--- config.mk ---
export PLATFORM = sky130hd
export DESIGN_NAME = vsic_top
export DESIGN_NICKNAME = d
export VERILOG_FILES = /design/src/design/vsic_pkg.sv /design/src/design/vsic_tmr_if.sv /design/src/design/vsic_top.sv /design/src/design/vsic_sync_edge.sv /design/src/design/vsic_line_timer.sv
export SDC_FILE = /design/constraint.sdc
export NUM_CORES = 1
export LEC_CHECK = 0
export BUFFER_PORTS_ARGS = -buffer_cell sky130_fd_sc_hd__buf_4
export CELL_PAD_IN_SITES_DETAIL_PLACEMENT = 0
export CELL_PAD_IN_SITES_GLOBAL_PLACEMENT = 1
export CORE_AREA = 5 5 92 94
export CTS_CLUSTER_SIZE = 25
export DETAILED_ROUTE_END_ITERATION = 10
export DIE_AREA = 0 0 97 99
export GPL_ROUTABILITY_DRIVEN = 0
export PLACE_DENSITY = 0.87
export SLEW_MARGIN = 20
export SYNTH_ARGS = -nofsm -noshare
export SYNTH_HDL_FRONTEND = slang
export SYNTH_SLANG_ARGS = --single-unit
--- constraint.sdc ---
create_clock -name clk_in -period 5.1 [get_ports clk_in]
set_input_delay 1.275 -clock clk_in [delete_from_list [all_inputs] [get_ports clk_in]]
set_output_delay 1.275 -clock clk_in [all_outputs]
set_load 0.01 [all_outputs]
--- src/design/vsic_pkg.sv ---
// Package: register map, field positions, reset values and widths of the video sync block
package vsic_pkg;

  // ****************************************************************
  // APB register byte offsets
  // ****************************************************************
  localparam logic [7:0] SYNC_SEL_OFS = 8'h00;     // Sync source and field rate
  localparam logic [7:0] DEPTH_OFS = 8'h04;        // Display depth mode
  localparam logic [7:0] AUX_OUT_OFS = 8'h08;      // Aux sync select output
  localparam logic [7:0] IRQ_EN_OFS = 8'h0C;       // Interrupt source enables
  localparam logic [7:0] TMR_START_OFS = 8'h10;    // Line timer start value
  localparam logic [7:0] TMR_COUNT_OFS = 8'h14;    // Line timer live count
  localparam logic [7:0] TMR_CTRL_OFS = 8'h18;     // Line timer control
  localparam logic [7:0] STATUS_OFS = 8'h1C;       // Pin levels

  // ****************************************************************
  // Field positions
  // ****************************************************************
  localparam int SYNC_EXT_BIT = 0;                 // 1 = external sync
  localparam int SYNC_60HZ_BIT = 1;                // 1 = 60 Hz field rate
  localparam int IRQ_HBL_BIT = 0;                  // Horizontal blank interrupt
  localparam int IRQ_VBL_BIT = 1;                  // Vertical blank interrupt
  localparam int IRQ_TMR_BIT = 2;                  // Line timer interrupt
  localparam int IRQ_MONO_BIT = 3;                 // Mono sense change interrupt
  localparam int TMR_RUN_BIT = 0;                  // Event count operation on
  localparam int ST_MONO_N_BIT = 0;                // Mono sense pin level
  localparam int ST_HBL_BIT = 1;                   // Horizontal blank level
  localparam int ST_VBL_BIT = 2;                   // Vertical blank level
  localparam int ST_DE_BIT = 3;                    // Display enable level

  // ****************************************************************
  // Widths
  // ****************************************************************
  localparam int ADDR_W = 8;                       // APB address bits decoded
  localparam int TMR_W = 8;                        // Line timer width
  localparam int IRQ_N = 4;                        // Interrupt sources
  localparam int PIN_N = 4;                        // Synchronised input pins

  // ****************************************************************
  // Display depth encodings
  // ****************************************************************
  localparam logic [1:0] DEPTH_LO_4PL = 2'h0;      // 320 x 200, 4 planes
  localparam logic [1:0] DEPTH_MID_2PL = 2'h1;     // 640 x 200, 2 planes
  localparam logic [1:0] DEPTH_HI_1PL = 2'h2;      // 640 x 400, 1 plane

  // ****************************************************************
  // Reset values
  // ****************************************************************
  localparam logic [1:0] SYNC_SEL_RST = 2'h0;
  localparam logic [1:0] DEPTH_RST = 2'h0;
  localparam logic AUX_OUT_RST = 1'b0;
  localparam logic [IRQ_N-1:0] IRQ_EN_RST = 4'h0;
  localparam logic [TMR_W-1:0] TMR_START_RST = 8'h00;
  localparam logic TMR_RUN_RST = 1'b0;

endpackage

--- src/design/vsic_tmr_if.sv ---
// Interface: control link between the register block and the line timer
`timescale 1ns/1ps
interface vsic_tmr_if;
  logic load;                                      // One-cycle load of start value
  logic [vsic_pkg::TMR_W-1:0] start;               // Programmed start value
  logic run;                                       // Event count operation enabled
  logic evt;                                       // One-cycle event pulse
  logic expire;                                    // One-cycle expiry pulse
  logic [vsic_pkg::TMR_W-1:0] count;               // Live count

  modport ctrl (output load, output start, output run, output evt,
                input expire, input count);
  modport tmr (input load, input start, input run, input evt,
               output expire, output count);
endinterface

--- src/design/vsic_top.sv ---
// Video sync, display mode and blanking / line / mono-sense interrupt block with APB
`timescale 1ns/1ps

// Overview of operation
// - Mono sense pin, active low, readable
// - Any mono sense change interrupts when enabled
// - Register selects sync source and field rate
// - Sync select register read/write, resets zero
// - Software-driven aux sync select output pin
// - Separate horizontal and vertical blanking interrupts
// - Line timer decrements on each event
// - Active-high event; interrupt on count expiry
// - Display enable feeds the line timer
// - Depth selects one of three modes
module vsic_top (
  input wire logic clk_in,                         // 20 MHz system clock
  input wire logic reset_n_in,                     // Synchronous reset, low
  // APB slave
  input wire logic psel_in,                        // Select
  input wire logic penable_in,                     // Access phase
  input wire logic pwrite_in,                      // 1 = write
  input wire logic [31:0] paddr_in,                // Byte address
  input wire logic [31:0] pwdata_in,               // Write data
  output logic [31:0] prdata_out,                  // Read data
  output logic pready_out,                         // Transfer done
  output logic pslverr_out,                        // Unmapped address
  // Video timing and monitor pins
  input wire logic hblank_in,                      // Horizontal blank, high
  input wire logic vblank_in,                      // Vertical blank, high
  input wire logic disp_en_in,                     // Display enable, high
  input wire logic mono_sense_n_in,                // Mono monitor present, low
  output logic sync_ext_out,                       // 1 = external sync
  output logic field_60hz_out,                     // 1 = 60 Hz field
  output logic [1:0] display_depth_out,            // Display mode
  output logic aux_sync_sel_out,                   // Monitor sync source select
  // Interrupt requests to the CPU
  output logic hblank_irq_out,                     // One-cycle pulse
  output logic vblank_irq_out,                     // One-cycle pulse
  output logic line_tmr_irq_out,                   // One-cycle pulse
  output logic mono_irq_out                        // One-cycle pulse
);

  // ****************************************************************
  // State
  // ****************************************************************
  typedef struct packed {
    logic pready;                                  // Answer strobe
    logic pslverr;                                 // Error with answer
    logic [31:0] prdata;                           // Read data

    logic [1:0] sync_sel;                          // Sync select register
    logic [1:0] depth;                             // Display depth register
    logic aux;                                     // Aux sync select output
    logic [vsic_pkg::IRQ_N-1:0] irq_en;            // Interrupt enables
    logic [vsic_pkg::TMR_W-1:0] tmr_start;         // Timer start value
    logic tmr_run;                                 // Timer run control
    logic tmr_load;                                // Timer load pulse

    logic [vsic_pkg::IRQ_N-1:0] irq;               // Interrupt pulses
  } vsic_top_t;

  // Current state and its next value
  vsic_top_t st_ff;
  vsic_top_t nxt_st;

  // ****************************************************************
  // Pin synchronisers
  // ****************************************************************
  // Levels and one-cycle edges
  logic [vsic_pkg::PIN_N-1:0] pin_raw;
  logic [vsic_pkg::PIN_N-1:0] pin_lvl;
  logic [vsic_pkg::PIN_N-1:0] pin_rise;
  logic [vsic_pkg::PIN_N-1:0] pin_fall;

  // Bit order matches the status register layout
  assign pin_raw = {disp_en_in, vblank_in, hblank_in, mono_sense_n_in};

  // Two flops before any read
  vsic_sync_edge #(
    .W(vsic_pkg::PIN_N)
  ) u_sync (
    .clk_in(clk_in),
    .reset_n_in(reset_n_in),
    .pin_in(pin_raw),
    .level_out(pin_lvl),
    .rise_out(pin_rise),
    .fall_out(pin_fall)
  );

  // ****************************************************************
  // Line timer
  // ****************************************************************
  vsic_tmr_if tif ();

  // Counts display lines down
  vsic_line_timer u_tmr (
    .clk_in(clk_in),
    .reset_n_in(reset_n_in),
    .tif(tif)
  );

  // Timer counts the end of each displayed line
  assign tif.evt = pin_fall[vsic_pkg::ST_DE_BIT];

  // Register-side controls
  assign tif.load = st_ff.tmr_load;
  assign tif.start = st_ff.tmr_start;
  assign tif.run = st_ff.tmr_run;

  // ****************************************************************
  // APB decode
  // ****************************************************************
  logic acc;
  logic wr;
  logic [vsic_pkg::ADDR_W-1:0] ofs;
  logic mapped;
  logic [31:0] rd_mux;

  // Access completes on the second access cycle, when pready is high
  assign acc = psel_in & penable_in & ~st_ff.pready;

  // Write lands with the answer
  assign wr = psel_in & penable_in & st_ff.pready & pwrite_in & ~st_ff.pslverr;

  assign ofs = paddr_in[vsic_pkg::ADDR_W-1:0];

  // Read mux and address check; upper address bits must be zero
  always_comb begin
    rd_mux = 32'h0000_0000;
    mapped = (paddr_in[31:vsic_pkg::ADDR_W] == 24'h00_0000);
    unique case (ofs)
      // Sync source, field rate
      vsic_pkg::SYNC_SEL_OFS: begin
        rd_mux[1:0] = st_ff.sync_sel;
      end

      // Display mode
      vsic_pkg::DEPTH_OFS: begin
        rd_mux[1:0] = st_ff.depth;
      end

      // Monitor sync pin
      vsic_pkg::AUX_OUT_OFS: begin
        rd_mux[0] = st_ff.aux;
      end

      // Source enables
      vsic_pkg::IRQ_EN_OFS: begin
        rd_mux[vsic_pkg::IRQ_N-1:0] = st_ff.irq_en;
      end

      // Start value
      vsic_pkg::TMR_START_OFS: begin
        rd_mux[vsic_pkg::TMR_W-1:0] = st_ff.tmr_start;
      end

      // Read only: live count
      vsic_pkg::TMR_COUNT_OFS: begin
        rd_mux[vsic_pkg::TMR_W-1:0] = tif.count;
      end

      // Run control
      vsic_pkg::TMR_CTRL_OFS: begin
        rd_mux[vsic_pkg::TMR_RUN_BIT] = st_ff.tmr_run;
      end

      // Read only: pin levels
      vsic_pkg::STATUS_OFS: begin
        rd_mux[vsic_pkg::PIN_N-1:0] = pin_lvl;
      end

      // Hole in the map
      default: begin
        mapped = 1'b0;
      end
    endcase
  end

  // ****************************************************************
  // Next state
  // ****************************************************************
  always_comb begin
    nxt_st = st_ff;

    nxt_st.pready = acc;
    nxt_st.tmr_load = 1'b0;

    // Data and error only with the answer
    if (acc) begin
      nxt_st.pslverr = ~mapped;
      nxt_st.prdata = (pwrite_in || !mapped) ? 32'h0000_0000 : rd_mux;
    end else begin
      nxt_st.pslverr = 1'b0;
      nxt_st.prdata = 32'h0000_0000;
    end

    // Register writes land on the completing edge only
    if (wr) begin
      unique case (ofs)
        // Sync source, field rate
        vsic_pkg::SYNC_SEL_OFS: begin
          nxt_st.sync_sel = pwdata_in[1:0];
        end

        // Display mode
        vsic_pkg::DEPTH_OFS: begin
          // Code 3 names no mode and is dropped; any time is accepted, so
          // picture tearing is the caller's concern
          if (pwdata_in[1:0] != 2'h3) begin
            nxt_st.depth = pwdata_in[1:0];
          end
        end

        // Monitor sync pin
        vsic_pkg::AUX_OUT_OFS: begin
          nxt_st.aux = pwdata_in[0];
        end

        // Source enables
        vsic_pkg::IRQ_EN_OFS: begin
          nxt_st.irq_en = pwdata_in[vsic_pkg::IRQ_N-1:0];
        end

        // Also reloads the count
        vsic_pkg::TMR_START_OFS: begin
          nxt_st.tmr_start = pwdata_in[vsic_pkg::TMR_W-1:0];
          nxt_st.tmr_load = 1'b1;
        end

        // Run control
        vsic_pkg::TMR_CTRL_OFS: begin
          nxt_st.tmr_run = pwdata_in[vsic_pkg::TMR_RUN_BIT];
        end

        default: begin
          nxt_st.tmr_load = 1'b0;                  // Read-only or unmapped
        end
      endcase
    end

    // Interrupt pulses, each gated by its enable

    // Once per line, as blank starts
    nxt_st.irq[vsic_pkg::IRQ_HBL_BIT] = st_ff.irq_en[vsic_pkg::IRQ_HBL_BIT]
      & pin_rise[vsic_pkg::ST_HBL_BIT];

    // Once per field
    nxt_st.irq[vsic_pkg::IRQ_VBL_BIT] = st_ff.irq_en[vsic_pkg::IRQ_VBL_BIT]
      & pin_rise[vsic_pkg::ST_VBL_BIT];

    // Timer expiry is already a pulse
    nxt_st.irq[vsic_pkg::IRQ_TMR_BIT] = st_ff.irq_en[vsic_pkg::IRQ_TMR_BIT]
      & tif.expire;

    // Both directions count; a plug or unplug must be seen either way
    nxt_st.irq[vsic_pkg::IRQ_MONO_BIT] = st_ff.irq_en[vsic_pkg::IRQ_MONO_BIT]
      & (pin_rise[vsic_pkg::ST_MONO_N_BIT] | pin_fall[vsic_pkg::ST_MONO_N_BIT]);
  end

  // ****************************************************************
  // Registers
  // ****************************************************************
  // Reset values from the package
  always_ff @(posedge clk_in) begin
    if (!reset_n_in) begin
      st_ff <= '{
        pready: 1'b0,
        pslverr: 1'b0,
        prdata: 32'h0000_0000,
        sync_sel: vsic_pkg::SYNC_SEL_RST,
        depth: vsic_pkg::DEPTH_RST,
        aux: vsic_pkg::AUX_OUT_RST,
        irq_en: vsic_pkg::IRQ_EN_RST,
        tmr_start: vsic_pkg::TMR_START_RST,
        tmr_run: vsic_pkg::TMR_RUN_RST,
        tmr_load: 1'b0,
        irq: 4'h0
      };
    end else begin
      st_ff <= nxt_st;
    end
  end

  // ****************************************************************
  // Outputs, all straight from flip-flops
  // ****************************************************************
  assign prdata_out = st_ff.prdata;
  assign pready_out = st_ff.pready;
  assign pslverr_out = st_ff.pslverr;

  // Monitor-side levels
  assign sync_ext_out = st_ff.sync_sel[vsic_pkg::SYNC_EXT_BIT];
  assign field_60hz_out = st_ff.sync_sel[vsic_pkg::SYNC_60HZ_BIT];
  assign display_depth_out = st_ff.depth;
  assign aux_sync_sel_out = st_ff.aux;

  // Interrupt pulses
  assign hblank_irq_out = st_ff.irq[vsic_pkg::IRQ_HBL_BIT];
  assign vblank_irq_out = st_ff.irq[vsic_pkg::IRQ_VBL_BIT];
  assign line_tmr_irq_out = st_ff.irq[vsic_pkg::IRQ_TMR_BIT];
  assign mono_irq_out = st_ff.irq[vsic_pkg::IRQ_MONO_BIT];

endmodule

--- src/design/vsic_sync_edge.sv ---
// Two-flop pin synchroniser with rise and fall detection per bit
`timescale 1ns/1ps
module vsic_sync_edge #(
  parameter int W = 4
) (
  input wire logic clk_in,                         // System clock
  input wire logic reset_n_in,                     // Synchronous reset, low
  input wire logic [W-1:0] pin_in,                 // Asynchronous pins
  output logic [W-1:0] level_out,                  // Synchronised level
  output logic [W-1:0] rise_out,                   // One-cycle rise pulse
  output logic [W-1:0] fall_out                    // One-cycle fall pulse
);

  typedef struct packed {
    logic [W-1:0] meta;                            // First stage, read by stage two only
    logic [W-1:0] sync;                            // Second stage
    logic [W-1:0] prev;                            // Delayed copy for edges
  } vsic_se_t;

  vsic_se_t st_ff;
  vsic_se_t nxt_st;

  // Shift chain; edges look only at stage two and later
  always_comb begin
    nxt_st = st_ff;
    nxt_st.meta = pin_in;
    nxt_st.sync = st_ff.meta;
    nxt_st.prev = st_ff.sync;
  end

  always_ff @(posedge clk_in) begin
    if (!reset_n_in) begin
      st_ff <= '0;
    end else begin
      st_ff <= nxt_st;
    end
  end

  // Per-bit edge detect
  for (genvar i = 0; i < W; i++) begin : g_edge
    assign level_out[i] = st_ff.sync[i];
    assign rise_out[i] = st_ff.sync[i] & ~st_ff.prev[i];
    assign fall_out[i] = ~st_ff.sync[i] & st_ff.prev[i];
  end

endmodule

--- src/design/vsic_line_timer.sv ---
// Line event down counter with automatic reload on expiry
`timescale 1ns/1ps
module vsic_line_timer (
  input wire logic clk_in,                         // System clock
  input wire logic reset_n_in,                     // Synchronous reset, low
  vsic_tmr_if.tmr tif                              // Control link
);

  typedef struct packed {
    logic [vsic_pkg::TMR_W-1:0] count;             // Live count
    logic expire;                                  // Expiry pulse
  } vsic_lt_t;

  vsic_lt_t st_ff;
  vsic_lt_t nxt_st;

  // Load wins over an event in the same cycle; start 0 behaves as 256 lines
  always_comb begin
    nxt_st = st_ff;
    nxt_st.expire = 1'b0;
    if (tif.load) begin
      nxt_st.count = tif.start;
    end else if (tif.run && tif.evt) begin
      if (st_ff.count == 8'h01) begin
        nxt_st.count = tif.start;
        nxt_st.expire = 1'b1;
      end else begin
        nxt_st.count = st_ff.count - 8'h01;
      end
    end
  end

  always_ff @(posedge clk_in) begin
    if (!reset_n_in) begin
      st_ff <= '{count: vsic_pkg::TMR_START_RST, expire: 1'b0};
    end else begin
      st_ff <= nxt_st;
    end
  end

  assign tif.count = st_ff.count;
  assign tif.expire = st_ff.expire;

endmodule

## Yosys cells after proc, flatten, opt, wreduce, memory -nomap -nowiden

Cells that the tools add are included.

| word-level totals | value |
|---|---|
| flip-flop bits (word level) | 78 |
| input port bits | 73 |
| output and inout bits | 43 |
| word-level logic and storage cells | 80 |

| operators by class | value |
|---|---|
| $add $sub $neg | 1 |
| eq/ne operators | 9 |
| muxes and demuxes | 10 |
| bitwise operators | 26 |
| reduce and logical (&&, ||, !) cells | 17 |

Operator list:

| operator | count |
|---|---|
| $eq 8x5->1 const B | 4 |
| $logic_not 24->1 | 1 |
| $eq 8x4->1 const B | 2 |
| $mux 8 | 2 |
| $and 1x1->1 | 14 |
| $reduce_and 2->1 | 7 |
| $not 1->1 | 11 |
| $mux 9 | 1 |
| $eq 8x1->1 const B | 1 |
| $eq 8x3->1 const B | 1 |
| $logic_not 8->1 | 1 |
| $pmux 1 s8 | 1 |
| $pmux 2 s4 | 1 |
| $pmux 4 s2 | 1 |
| $reduce_or 8->1 | 1 |
| $sub 8x1->8 const B | 1 |
| $pmux 1 s6 | 1 |
| $reduce_or 3->1 | 2 |
| $mux 1 | 3 |
| $reduce_and 3->1 | 1 |
| $ne 2x2->1 const B | 1 |
| $reduce_bool 2->1 | 1 |
| $logic_and 1x1->1 | 1 |
| $logic_not 1->1 | 1 |
| other kinds (2) | 2 |

## Longest topological paths before layout

| logic depth | value |
|---|---|
| word-level depth | 6 |
| depth in mapped cells | 7 |
| gate-level depth less buffers | 6 |

## Hierarchy

From an unflattened synthesis, not the netlist that was laid out.

| second synthesis, totals | value |
|---|---|
| cell total of the unflattened synthesis | 307 |
| area, all modules | 2,777.7 um^2 |

By module, submodules not included:

| module | times used | cells each | area each (um^2) | seq. area each (um^2) |
|---|---|---|---|---|
| vsic_top | 1 | 198 | 1,739.2 | 660.6 |
| vsic_line_timer | 1 | 72 | 621.8 | 180.2 |
| vsic_sync_edge | 1 | 37 | 416.6 | 240.2 |

## Least setup slack after synthesis

OpenSTA, ideal clock, no wires.

| timing | value |
|---|---|
| path kind | input port to flip-flop |
| start | input port paddr_in[5] |
| end | register st_ff (netlist bit display_depth_out[0]) |
| setup time | 0.058 ns |
| arrival | 2.486 ns |
| required time | 5.042 ns |
| setup slack | 2.555 ns |
| stages on the path | 4 |
| path buffers | 0 |
| cells stage by stage | or3_4 > or4_4 > nor3_1 > o221a_2 |

| between the ends | value |
|---|---|
| cells in the longest elaborated chain, start to end | 2 |

Ends and longest elaborated chain:

| element | line | source |
|---|---|---|
| from (decl) | vsic_top.sv:22 | `input wire logic [31:0] paddr_in,` |
| $eq 8x3->1 | vsic_top.sv:199 | `unique case (ofs)` |
| $reduce_and 3->1 (no line) | -- |  |
| to (signal assigned) | vsic_top.sv:266 | `st_ff <= '{` |
| to (signal assigned) | vsic_top.sv:280 | `st_ff <= nxt_st;` |
| to (decl) | vsic_top.sv:63 | `vsic_top_t st_ff;` |

Every way passes these cells.
A chain may end at the register's enable or synchronous reset.

## Final worst setup path

| timing | value |
|---|---|
| start | input port paddr_in[1] |
| end | register st_ff (netlist bit tif.start[5]) |

| between the ends | value |
|---|---|
| cells in the longest elaborated chain, start to end | 2 |

Ends and longest elaborated chain:

| element | line |
|---|---|
| $eq 8x5->1 | vsic_top.sv:199 |
| $reduce_and 2->1 (no line) | -- |

Every way passes these cells.

==> key figures <==
Status
  • Status: finished, final reports clean

Critical path
  • Worst r2r src: u_tmr.tif.count[1]$_SDFFE_PN0P_
  • Critical Path Start: paddr_in[1]
  • WP data arrival: 3040 ps
  • CP Class: input port to flip-flop
  • Crit path launch type: input port
  • Worst-path fanout max: 17
  • CP required: 5270 ps
  • Critical path capture point type: flip-flop

Cells and area
  • Final Cell Area: 0.003227 sq mm
  • Most common cell after layout, fill and taps aside: buf_4
  • Most frequent cells in the layout: buf_4, dfxtp_1, nand2_1, conb_1, nor2_1
  • Final #Nets: 422
  • Area delta synth->final: 19.18%
  • Layout cells sized above 1: 26.72%
  • # diodes: 0

Synthesis
  • FFs w/ async S/R, synth: 0%
  • Post-synthesis mux area share: 6.516%
  • Yosys warns: 0
  • Area share of fa/ha/maj cells after synthesis: 0.9242%
  • Distinct cells, synth: 53
  • Synth Area in Compound Gates: 10.35%
  • Gate Count Post-Synth: 298
  • Ys flop type: dfxtp_1
  • Syn avg cell area: 9.086 sq um
  • Sequential cell area fraction in the yosys report: 39.93%
  • Main combinational cell family by area after synthesis: simple AND/OR/NAND/NOR gates
  • Cell Area, Synth: 0.002708 sq mm
  • Post-synth EDFFs: 0
  • Yosys reg bits: 54
  • Xor/xnor share of the synthesized area: 0.6470%
  • Post-synthesis simple-gate area fraction: 29.07%

Timing
  • Setup-failing EPs final: 0
  • Setup TNS: 0 ps
  • RSZ-0062 raised after global routing: no
  • Worst slew margin: 53.70%
  • Tcrit/Tclk final: 56.28%
  • Pins Over Slew Limit: 0
  • Worst Clk Skew: 13.84 ps
  • Tmin final: 2870 ps
  • Slew of the pin with the lowest slew margin: 690.6 ps
  • Final hold vios: 0
  • Fmax: 348.4 MHz
  • Final hold slack: 437.0 ps

Clocking
  • Clock Latency Late Sink: 320 ps
  • CTS tree: built
  • Clk buf depth: 2
  • PostCTS Resize Cnt: 0
  • Clock tree root driver cell: clkbuf_8
  • Clk sink count: 54
  • TritonCTS buffer count: 5
  • H-tree depth: 2
  • Setup repair bufs after CTS: 0
  • # hold bufs at CTS: 0
  • Reg clk slew, reported paths: 100 ps

Placement
  • Placed Area: 0.003110 sq mm
  • Hpwl dp: 4771 microns
  • IO buf count: 67

Pwr
  • PwrDens: 244.4 mW/mm^2
  • IR drop worst, VDD: 0.1364 mV
  • Leakage: 1.324 nW

Route
  • Wire length per cell: 13.92 microns
  • Antenna Nets Post-Route: 0
  • Total Routed Length: 6265 microns
  • Iteration-0 DRC Markers: 116
  • Post-route DRC: 0
  • First-pass DRT Iterations: 4
  • Via/cell ratio: 5.029
  • Vias: 2263

Global routing
  • Vias in the first global route: 2084
  • Largest net degree at the start of global routing: 49
  • Overall routing resource usage: 12.79%
  • First-pass GRT wire length: 10290 microns
  • GRT Residual Overflow: 0
  • Initial antenna violation count: 0

Floorplanning
  • Top Ports: 116
  • Core area: 0.007567 sq mm
  • Starting density of the core: 35.78%
  • Die Span X: 97 microns
  • Row count: 32
  • Die area: 0.009603 sq mm
  • Die span in y: 99 microns

Worst hold path
  • Hold Path Class: flip-flop to flip-flop
  • Hold Crit Start: u_sync.nxt_st[5]$_SDFF_PN0_

Flow run
  • Max-Cap Viols: 0
[cell type report]
cell class / count / area (sq um)
inverters: 6 / 22.52
fillers: 768 / 4340
well taps: 102 / 127.6
clock buffers: 5 / 68.82
flip-flops and latches: 54 / 1081
multi-input cells: 213 / 1376
repair buffers: 67 / 503.0
clock inverters: 3 / 47.55
[synthesized netlist by cell type (2+ instances only)]
master,n,area (sq um)
dfxtp_1,54,1081
buf_4,34,255.2
nand2_1,24,90.09
nor2_1,18,67.56
nand3_1,14,70.07
o21ai_0,14,70.07
and2_1,12,75.07
mux2i_1,12,120.1
nor3_1,12,60.06
nor4_1,11,68.82
clkbuf_1,9,33.78
inv_1,6,22.52
a31oi_1,5,31.28
nand3b_1,5,37.54
a22oi_1,4,30.03
buf_2,4,20.02
nand4_1,4,25.02
a21oi_1,3,15.01
and3b_1,3,26.28
mux2_2,3,33.78
nand4b_1,3,26.28
a2111oi_0,2,17.52
a211oi_1,2,15.01
and3_1,2,12.51
ha_1,2,25.02
nand4bb_1,2,22.52
nor3b_1,2,15.01
nor4_4,2,42.54
o221a_2,2,22.52
o31a_1,2,17.52
o32ai_1,2,17.52
or4_1,2,15.01
or4_4,2,22.52
[metal layers]
| metal | track usage, % | part of all wire (%) | up-vias |
|---|---|---|---|
| met3 | 4.529 | 8.9 | 5 |
| li1 | - | - | 1121 |
| met5 | 0 | 0 | - |
| met2 | 20.01 | 43 | 105 |
| met4 | 3.888 | 1.2 | 0 |
| met1 | 16.59 | 47 | 1032 |
[flip-flops by register name, summed over array words and instances, names as in the netlist]
| signal | flops |
|---|---|
| u_sync.nxt_st | 4 |
| tif.run | 1 |
| display_depth_out | 2 |
| sync_ext_out | 1 |
| pslverr_out | 1 |
| tif.load | 1 |
| vblank_irq_out | 1 |
| u_sync.level_out | 4 |
| hblank_irq_out | 1 |
| pready_out | 1 |
| u_tmr.tif.count | 8 |
| u_tmr.tif.expire | 1 |
| field_60hz_out | 1 |
| u_sync.st_ff | 4 |
| st_ff | 4 |
| line_tmr_irq_out | 1 |
| prdata_out | 8 |
| tif.start | 8 |
| mono_irq_out | 1 |
| aux_sync_sel_out | 1 |
[metrics by stage]
| step | cells | setup WS, ps | utilization, % | power (W) |
|---|---|---|---|---|
| after floorplan | 321 | 2555 | - | 0.0004825 |
| after global placement | 442 | 1883 | 41.10 | 0.0005064 |
| after detailed placement | 442 | 1891 | 41.10 | 0.0005073 |
| after CTS | 450 | 2219 | 42.64 | 0.0007989 |
| after global routing | 450 | 1999 | 42.64 | 0.0008225 |
| final | 450 | 2230 | 42.64 | 0.0007887 |
[power by group]
group	internal (W)	switching (W)	total, W
clock	0.000149	0.000143	0.000291
sequential	0.000426	0.00000209	0.000428
combinational	0.0000337	0.0000358	0.0000695
[final timing paths]
check | depth (start not counted) | to | slack [ps]
max | 5 | tif.start[5]$_SDFFE_PN0P_ | 2230
min | 1 | u_sync.level_out[1]$_SDFF_PN0_ | 440
max reg2reg | 6 | u_tmr.tif.count[6]$_SDFFE_PN0P_ | 3110
min reg2reg | 1 | u_sync.level_out[1]$_SDFF_PN0_ | 440
[cell families after synthesis]
| logic type | count (synthesis) |
|---|---|
| xor+xnor | 2 |
| flops | 54 |
| compound gates | 41 |
| other cells | 1 |
| fa+ha+maj | 2 |
| mux | 16 |
| buf+inv | 54 |
| simple gates | 128 |
[critical path: stages]
cell	delay, ps
buf_4	140
nor4_4	570
nand4bb_1	670
nand3_1	270
o21ai_0	100
Note: power is estimated with default switching activity, not from simulation.
